$ cat config.mk
export PLATFORM = sky130hd
export DESIGN_NAME = tmt_master_tx
export DESIGN_NICKNAME = d
export VERILOG_FILES = /design/src/design/tmt_pkg.sv /design/src/design/tmt_master_tx.sv
export SDC_FILE = /design/constraint.sdc
export NUM_CORES = 1
export LEC_CHECK = 0
export ABC_AREA = 1
export CAP_MARGIN = 30
export CORE_AREA = 4 4 83 100
export DETAILED_ROUTE_END_ITERATION = 10
export DIE_AREA = 0 0 87 104
export DONT_BUFFER_PORTS = 1
export PLACE_DENSITY = 0.68
export SYNTH_ARGS = -nofsm -noshare
export SYNTH_HDL_FRONTEND = slang
export SYNTH_SLANG_ARGS = --single-unit
$ cat constraint.sdc
create_clock -name i_mclk -period 2.2 [get_ports i_mclk]
set_input_delay 0.33 -clock i_mclk [delete_from_list [all_inputs] [get_ports i_mclk]]
set_output_delay 0.33 -clock i_mclk [all_outputs]
set_load 0.02 [all_outputs]
$ cat src/design/tmt_pkg.sv
// package: register map, field layout and status codes of the two-wire master sender
package tmt_pkg;
   // register addresses on the plain register port
   localparam logic [1:0] ADDR_CTRL   = 2'h0;
   localparam logic [1:0] ADDR_STATUS = 2'h1;
   localparam logic [1:0] ADDR_DATA   = 2'h2;
   // control register bit positions
   localparam int CTL_FLAG  = 7;
   localparam int CTL_ACKEN = 6;
   localparam int CTL_START = 5;
   localparam int CTL_STOP  = 4;
   localparam int CTL_WCOL  = 3;
   localparam int CTL_EN    = 2;
   localparam int CTL_IRQEN = 0;
   // reset values
   localparam logic [7:0] CTRL_RESET   = 8'h00;
   localparam logic [7:0] STATUS_IDLE  = 8'hf8;
   localparam logic [7:0] DATA_RESET   = 8'hff;
   // status codes, prescaler bits zero
   localparam logic [7:0] ST_START     = 8'h08;
   localparam logic [7:0] ST_RSTART    = 8'h10;
   localparam logic [7:0] ST_ADDR_ACK  = 8'h18;
   localparam logic [7:0] ST_ADDR_NACK = 8'h20;
   localparam logic [7:0] ST_DATA_ACK  = 8'h28;
   localparam logic [7:0] ST_DATA_NACK = 8'h30;
   localparam logic [7:0] ST_ARB_LOST  = 8'h38;
   localparam logic [7:0] ST_MASK      = 8'hf8;
   // timing: half period of the serial clock
   localparam int HALF_NS     = 5000;
   localparam int CLK_NS      = 8;
   localparam int HALF_CYC    = (HALF_NS + CLK_NS - 1) / CLK_NS;
   localparam int BIT_LAST    = 7;
   localparam int BITS_BYTE   = 8;
endpackage : tmt_pkg

$ cat src/design/tmt_master_tx.sv
// two-wire master sender: control, status, data registers and the bus engine
// Functional notes
// - four roles exist; software picks legal ones
// - master starts after START; direction bit selects
// - START only once bus is free
// - after START set flag, status 0x08
// - after address: flag, 0x18/0x20/0x38
// - data write while flag low: discard, collision
// - start while owning bus: repeated START, 0x10
// - after repeated START bus stays owned
// - flag set holds transfer suspended
// - clock held low while flag set; the code releases it after arbitration lost
// - no flag after STOP sent
// - stop bit self clears after STOP
// - arbitration lost: 0x38, release or restart
//
// The address map and strobed register access were decided locally.
module tmt_master_tx #(
   parameter int HALF_CYCLES = tmt_pkg::HALF_CYC
) (
   // clock and reset
   input  wire logic       i_mclk,
   input  wire logic       i_nrst,
   // register port
   input  wire logic [1:0] i_addr,
   input  wire logic [7:0] i_wdata,
   input  wire logic       i_wr,
   input  wire logic       i_rd,
   output logic      [7:0] o_rdata,
   // two-wire bus, open drain
   input  wire logic       i_scl,
   input  wire logic       i_sda,
   output logic            o_scl,
   output logic            o_scl_oe,
   output logic            o_sda,
   output logic            o_sda_oe,
   // mode indication
   output logic            o_mode_send,
   output logic            o_mode_recv
);
   typedef enum {S_IDLE, S_WAITFREE, S_START, S_HOLD, S_BIT, S_ACK, S_STOP} tmt_state_e;

   tmt_state_e  state_reg, state_next;
   logic [7:0]  ctrl_reg, ctrl_next;
   logic [7:0]  stat_reg, stat_next;
   logic [7:0]  data_reg, data_next;
   logic [7:0]  rdata_reg, rdata_next;
   logic [15:0] cnt_reg, cnt_next;
   logic [1:0]  ph_reg, ph_next;
   logic [3:0]  bit_reg, bit_next;
   logic        addr_reg, addr_next;
   logic        own_reg, own_next;
   logic        scll_reg, scll_next;
   logic        sdal_reg, sdal_next;
   logic        send_reg, send_next;
   logic        recv_reg, recv_next;
   logic        busy_reg, busy_next;
   logic [1:0]  scl_s, sda_s;
   logic        sda_d;

   // two-stage synchronisers for the bus lines
   always_ff @(posedge i_mclk or negedge i_nrst) begin
      if (!i_nrst) begin
         scl_s <= 2'h3;
         sda_s <= 2'h3;
         sda_d <= 1'b1;
      end else begin
         scl_s <= {scl_s[0], i_scl};
         sda_s <= {sda_s[0], i_sda};
         sda_d <= sda_s[1];
      end
   end

   // bus busy tracking from start and stop seen on the lines
   always_comb begin
      busy_next = busy_reg;
      if (scl_s[1] && sda_d && !sda_s[1]) begin
         busy_next = 1'b1;
      end else if (scl_s[1] && !sda_d && sda_s[1]) begin
         busy_next = 1'b0;
      end
   end

   // main next-state logic: registers and bus engine
   always_comb begin
      logic wr_ctrl;
      logic half;
      wr_ctrl    = i_wr && (i_addr == tmt_pkg::ADDR_CTRL);
      half       = (cnt_reg >= 16'(HALF_CYCLES - 1));
      state_next = state_reg;
      ctrl_next  = ctrl_reg;
      stat_next  = stat_reg;
      data_next  = data_reg;
      cnt_next   = half ? 16'h0000 : cnt_reg + 16'h0001;
      ph_next    = ph_reg;
      bit_next   = bit_reg;
      addr_next  = addr_reg;
      own_next   = own_reg;
      scll_next  = scll_reg;
      sdal_next  = sdal_reg;
      send_next  = send_reg;
      recv_next  = recv_reg;
      // software side of the control register
      // control field positions
      if (wr_ctrl) begin
         ctrl_next[tmt_pkg::CTL_ACKEN] = i_wdata[tmt_pkg::CTL_ACKEN];
         ctrl_next[tmt_pkg::CTL_START] = i_wdata[tmt_pkg::CTL_START];
         ctrl_next[tmt_pkg::CTL_STOP]  = i_wdata[tmt_pkg::CTL_STOP];
         ctrl_next[tmt_pkg::CTL_EN]    = i_wdata[tmt_pkg::CTL_EN];
         ctrl_next[tmt_pkg::CTL_IRQEN] = i_wdata[tmt_pkg::CTL_IRQEN];
         if (i_wdata[tmt_pkg::CTL_FLAG]) begin
            ctrl_next[tmt_pkg::CTL_FLAG] = 1'b0;
            ctrl_next[tmt_pkg::CTL_WCOL] = 1'b0;
         end
      end
      if (i_wr && i_addr == tmt_pkg::ADDR_DATA) begin
         if (ctrl_reg[tmt_pkg::CTL_FLAG]) begin
            data_next = i_wdata;
         end else begin
            ctrl_next[tmt_pkg::CTL_WCOL] = 1'b1;
         end
      end
      case (state_reg)
         S_IDLE: begin
            // request waits for a free bus
            if (ctrl_reg[tmt_pkg::CTL_EN] && ctrl_reg[tmt_pkg::CTL_START]
                && !ctrl_reg[tmt_pkg::CTL_FLAG]) begin
               state_next = S_WAITFREE;
            end
         end
         S_WAITFREE: begin
            if (!busy_reg && half) begin
               state_next = S_START;
               sdal_next  = 1'b1;
               ph_next    = 2'h0;
            end
         end
         S_START: begin
            if (half) begin
               if (ph_reg == 2'h0 && own_reg) begin
                  scll_next = 1'b0; // repeated start: pull sda after scl rises
                  sdal_next = 1'b0;
                  ph_next   = 2'h1;
               end else if (ph_reg == 2'h1 && own_reg) begin
                  scll_next = 1'b0;
                  sdal_next = 1'b1;
                  ph_next   = 2'h2;
               end else begin
                  scll_next = 1'b1;
                  stat_next = own_reg ? tmt_pkg::ST_RSTART : tmt_pkg::ST_START;
                  ctrl_next[tmt_pkg::CTL_FLAG] = 1'b1;
                  own_next   = 1'b1;
                  addr_next  = 1'b1;
                  state_next = S_HOLD;
               end
            end
         end
         S_HOLD: begin
            // scl held low while flag set and the bus is owned, released after arbitration lost
            scll_next = own_reg;
            // lost bus is left alone, a pending start retries once free
            if (!ctrl_reg[tmt_pkg::CTL_FLAG] && !own_reg) begin
               state_next = S_IDLE;
            end else if (!ctrl_reg[tmt_pkg::CTL_FLAG] && half) begin
               if (ctrl_reg[tmt_pkg::CTL_STOP]) begin
                  sdal_next  = 1'b1;
                  ph_next    = 2'h0;
                  state_next = S_STOP;
               end else if (ctrl_reg[tmt_pkg::CTL_START]) begin
                  sdal_next  = 1'b0;
                  ph_next    = 2'h0;
                  state_next = S_START;
               end else begin
                  bit_next   = 4'(tmt_pkg::BIT_LAST);
                  sdal_next  = !data_reg[tmt_pkg::BIT_LAST];
                  ph_next    = 2'h0;
                  state_next = S_BIT;
               end
            end
         end
         S_BIT, S_ACK: begin
            if (half) begin
               ph_next = ph_reg + 2'h1;
               if (ph_reg == 2'h0) begin
                  scll_next = 1'b0;
               end else if (ph_reg == 2'h1 && state_reg == S_BIT
                            && sdal_reg == 1'b0 && !sda_s[1]) begin
                  scll_next  = 1'b0;
                  sdal_next  = 1'b0;
                  own_next   = 1'b0;
                  stat_next  = tmt_pkg::ST_ARB_LOST;
                  ctrl_next[tmt_pkg::CTL_FLAG] = 1'b1;
                  state_next = S_HOLD;
               end else if (ph_reg == 2'h1) begin
                  scll_next = 1'b1;
                  ph_next   = 2'h0;
                  if (state_reg == S_ACK) begin
                     if (addr_reg) begin
                        stat_next = sda_s[1] ? tmt_pkg::ST_ADDR_NACK : tmt_pkg::ST_ADDR_ACK;
                     end else begin
                        stat_next = sda_s[1] ? tmt_pkg::ST_DATA_NACK : tmt_pkg::ST_DATA_ACK;
                     end
                     if (addr_reg) begin
                        send_next = !data_reg[0];
                        recv_next = data_reg[0];
                     end
                     addr_next  = 1'b0;
                     ctrl_next[tmt_pkg::CTL_FLAG] = 1'b1;
                     state_next = S_HOLD;
                  end else if (bit_reg == 4'h0) begin
                     sdal_next  = 1'b0; // release sda for the ack
                     state_next = S_ACK;
                  end else begin
                     bit_next   = bit_reg - 4'h1;
                     sdal_next  = !data_reg[3'(bit_reg - 4'h1)];
                  end
               end
            end
         end
         S_STOP: begin
            if (half) begin
               ph_next = ph_reg + 2'h1;
               if (ph_reg == 2'h0) begin
                  scll_next = 1'b0;
               end else begin
                  sdal_next  = 1'b0;
                  own_next   = 1'b0;
                  send_next  = 1'b0;
                  recv_next  = 1'b0;
                  stat_next  = tmt_pkg::ST_MASK;
                  ctrl_next[tmt_pkg::CTL_STOP] = 1'b0;
                  state_next = S_IDLE;
               end
            end
         end
         default: state_next = S_IDLE;
      endcase
      // disabling the interface drops the bus at once
      if (!ctrl_reg[tmt_pkg::CTL_EN]) begin
         state_next = S_IDLE;
         scll_next  = 1'b0;
         sdal_next  = 1'b0;
         own_next   = 1'b0;
      end
      // read data one cycle after the strobe, reserved bit reads zero
      rdata_next = 8'h00;
      if (i_rd) begin
         case (i_addr)
            tmt_pkg::ADDR_CTRL:   rdata_next = ctrl_reg & 8'hfd;
            tmt_pkg::ADDR_STATUS: rdata_next = stat_reg;
            tmt_pkg::ADDR_DATA:   rdata_next = data_reg;
            default:              rdata_next = 8'h00;
         endcase
      end
   end

   // state registers
   always_ff @(posedge i_mclk or negedge i_nrst) begin
      if (!i_nrst) begin
         state_reg <= S_IDLE;
         ctrl_reg  <= tmt_pkg::CTRL_RESET;
         stat_reg  <= tmt_pkg::STATUS_IDLE;
         data_reg  <= tmt_pkg::DATA_RESET;
         rdata_reg <= 8'h00;
         cnt_reg   <= 16'h0000;
         ph_reg    <= 2'h0;
         bit_reg   <= 4'h0;
         addr_reg  <= 1'b0;
         own_reg   <= 1'b0;
         scll_reg  <= 1'b0;
         sdal_reg  <= 1'b0;
         send_reg  <= 1'b0;
         recv_reg  <= 1'b0;
         busy_reg  <= 1'b0;
      end else begin
         state_reg <= state_next;
         ctrl_reg  <= ctrl_next;
         stat_reg  <= stat_next;
         data_reg  <= data_next;
         rdata_reg <= rdata_next;
         cnt_reg   <= cnt_next;
         ph_reg    <= ph_next;
         bit_reg   <= bit_next;
         addr_reg  <= addr_next;
         own_reg   <= own_next;
         scll_reg  <= scll_next;
         sdal_reg  <= sdal_next;
         send_reg  <= send_next;
         recv_reg  <= recv_next;
         busy_reg  <= busy_next;
      end
   end

   // open drain: only ever drive low
   assign o_scl       = 1'b0;
   assign o_sda       = 1'b0;
   assign o_scl_oe    = scll_reg;
   assign o_sda_oe    = sdal_reg;
   assign o_rdata     = rdata_reg;
   assign o_mode_send = send_reg;
   assign o_mode_recv = recv_reg;
endmodule : tmt_master_tx

==> impl_metrics.json <==
{
  "status": "finished clean",
  "reg2regPathDepth": 11,
  "skew_ps": 9.56,
  "antenna_found_initial": 0,
  "hold_path_end": "o_rdata[3]$_DFF_PN0_",
  "final-hold-violation-count": 0,
  "ant_nets": 0,
  "slew_viol_final": 0,
  "area.growth.synth_to_final_pct": 10.4,
  "min_from": "i_rd",
  "io_buffers": 0,
  "placed_area_um2": 3660,
  "yosysSeqAreaShare_pct": 45.1,
  "start_util_pct": 49.4,
  "crit_path_end_kind": "flop",
  "cts.clk_slew.worst_paths_ps": 80,
  "setup_viol": 0,
  "regArea_um2": 1620,
  "ys_ff_latch": 64,
  "grt_max_degree": 65,
  "die-area_um2": 9050,
  "dp.cells": 552,
  "avgSynthCellArea_um2": 7.69,
  "via_per_inst": 5.32,
  "synth_async_sr_flop_share_pct": 100,
  "post-route-util_pct": 54.6,
  "drv_cap": 0,
  "leakagePower_nw": 1.93,
  "reg2reg_from": "ph_reg[1]$_DFFE_PN0P_",
  "wire_per_inst_um": 15.2,
  "worstPathMaxFanout": 5,
  "cts_tree": "yes",
  "hp-class": "input pin to flop",
  "clkLatencyLatePin_ps": 350,
  "fin_tns_setup_ps": 0,
  "synth_cell_types": 40,
  "fmax_mhz": 505,
  "tightest_slew_ps": 530,
  "crit_type": "flop to flop",
  "core_area_um2": 7270,
  "grt_pass1_wl_um": 14500,
  "drt_wl_total_um": 8680,
  "synthCells": 468,
  "p_per_area_nw_per_um2": 1090,
  "die_h_um": 104,
  "place_ws_ps": 249,
  "yosysWarnings": 0,
  "nFillCells": 708,
  "required_ps": 2450,
  "vdd_drop_max_v": 0.000531,
  "synth_ff_type": "dfrtp_1",
  "synth-edff-count": 0,
  "die_w_um": 87,
  "numCtsBuffers": 9,
  "multi_input_area_um2": 1680,
  "rows": 34,
  "drive_gt1_share_pct": 14.3,
  "final_area_um2": 3970,
  "n_antenna_cell": 0,
  "cts_sinks": 64,
  "critPathLaunchType": "flop",
  "post-dp-hpwl_um": 6500,
  "grt_pass1_vias": 2959,
  "synthesis.area_um2": 3600,
  "stdcell_count": 572,
  "final.min_clock_period_ps": 1980,
  "rsz0062_at_grt": "false",
  "layout.nets": 502,
  "rr_endpoint": "addr_reg$_DFFE_PN0P_",
  "largest_reg_flops": 16,
  "drc": 0,
  "hold_slack_ps": 83.1,
  "htreeDepth": 3,
  "io_pins": 30,
  "track_usage_pct": 20.4,
  "firstDrtPassIters": 5,
  "drt_iter0_drc": 235,
  "fin_crit_sh_pct": 90.1,
  "r2r_setup_slack_ps": 220,
  "root_buffer": "clkbuf_8",
  "clockBufferDepth": 2,
  "crit_arrival_ps": 2230,
  "p_total_mw": 4.34,
  "gp_congestion": 0.991,
  "dr_total_vias": 3045,
  "setup_ws_ps": 219,
  "grt.overflow.total": 0,
  "maxSlewHeadroom_pct": 64.6,
  "holdPathStages": 2
}
placed cells by master (no fill, tap or decap), types with 6 or more instances in the layout:
master and instances:
a21oi_1 14, clkbuf_8 9, conb_1 8, dfrtp_1 47
dfstp_2 17, ha_1 9, inv_1 55, nand2_1 110
nand2_2 9, nand3_1 44, nand4_1 6, nor2_1 44
nor3_1 10, o21ai_0 30, o21ai_1 15
critical path, cell delays in order (launching register included):
cell	delay [ps]
dfrtp_1	420
inv_1	120
ha_1	330
inv_1	120
o21ai_1	270
o21ai_1	150
nor2_1	110
nand2_1	60
nor2_1	140
nand2_1	60
nand2_1	60
nand2_1	50
kinds of logic after synthesis:
logic type                 count (synthesis)  share of synthesized area (%)
AOI/OAI and AO/OA                         69                           10.3
xor gates and xnor gates                   2                          0.487
adders and majority gates                  9                           3.13
buffers and inverters                     77                           9.01
DFF                                       64                           45.1
muxes                                      1                          0.313
other                                      1                          0.104
and+or+nand+nor                          245                           31.6
repair_timing:
action,4_1_cts,5_1_grt
buffers inserted,0,0
hold buffers,4,0
resized for setup,0,0
hold endpoints to repair,66,0
worst max-delay path by stage:
stage / endpoint / startpoint / slack, ps / cells after the start
CTS: state_reg[1]$_DFFE_PN0P_ / ph_reg[1]$_DFFE_PN0P_ / 240 / 13
global placement: state_reg[2]$_DFFE_PN0P_ / ph_reg[1]$_DFFE_PN0P_ / 280 / 13
global route: o_mode_recv$_DFFE_PN0P_ / ph_reg[1]$_DFFE_PN0P_ / 60 / 8
floorplan: state_reg[0]$_DFFE_PN0P_ / ph_reg[0]$_DFFE_PN0P_ / 560 / 13
finish: addr_reg$_DFFE_PN0P_ / ph_reg[1]$_DFFE_PN0P_ / 220 / 11
detailed placement: state_reg[2]$_DFFE_PN0P_ / ph_reg[1]$_DFFE_PN0P_ / 250 / 13
cell usage after synthesis (3+ instances only):
cell type,instances,area (um^2)
nand3_1,44,220
nor3_1,10,50.1
nand3_2,4,40.0
buf_4,5,37.5
o211ai_1,3,22.5
nand4_1,6,37.5
o21ai_0,30,150
o21ai_1,15,75.1
buf_2,4,20.0
clkbuf_1,5,18.8
o31ai_1,3,22.5
nor2_4,3,33.8
a21oi_1,14,70.1
inv_1,55,206
nand2_2,9,56.3
nand2_1,110,413
nor3b_1,4,30.0
dfstp_2,17,447
nor2_2,5,31.3
dfrtp_1,47,1180
inv_2,5,18.8
nor2_1,44,165
ha_1,9,113
final cells by class:
class | count | share of cell area (%)
timing repair buffer | 6 | 1.83
sequential | 64 | 40.9
inverter | 62 | 5.95
clock buffer | 9 | 3.12
multi-input combinational | 334 | 42.2
clock inverter | 7 | 3.21
tap | 90 | 2.83
routing by layer:
metal	global-route usage (%)	wire, um	up-vias
met2	32.8	4280	95
met4	8.35	267	0
met3	4.60	410	29
met5	0	0	-
li1	-	-	1525
met1	26.2	3720	1396
where the power goes:
group          switching (mW)  internal [mW]  total (mW)
Combinational           0.796          0.436        1.23
Clock                   0.528          0.768        1.30
Sequential              0.324           1.49        1.81
Power figures use the tool's default switching activity.
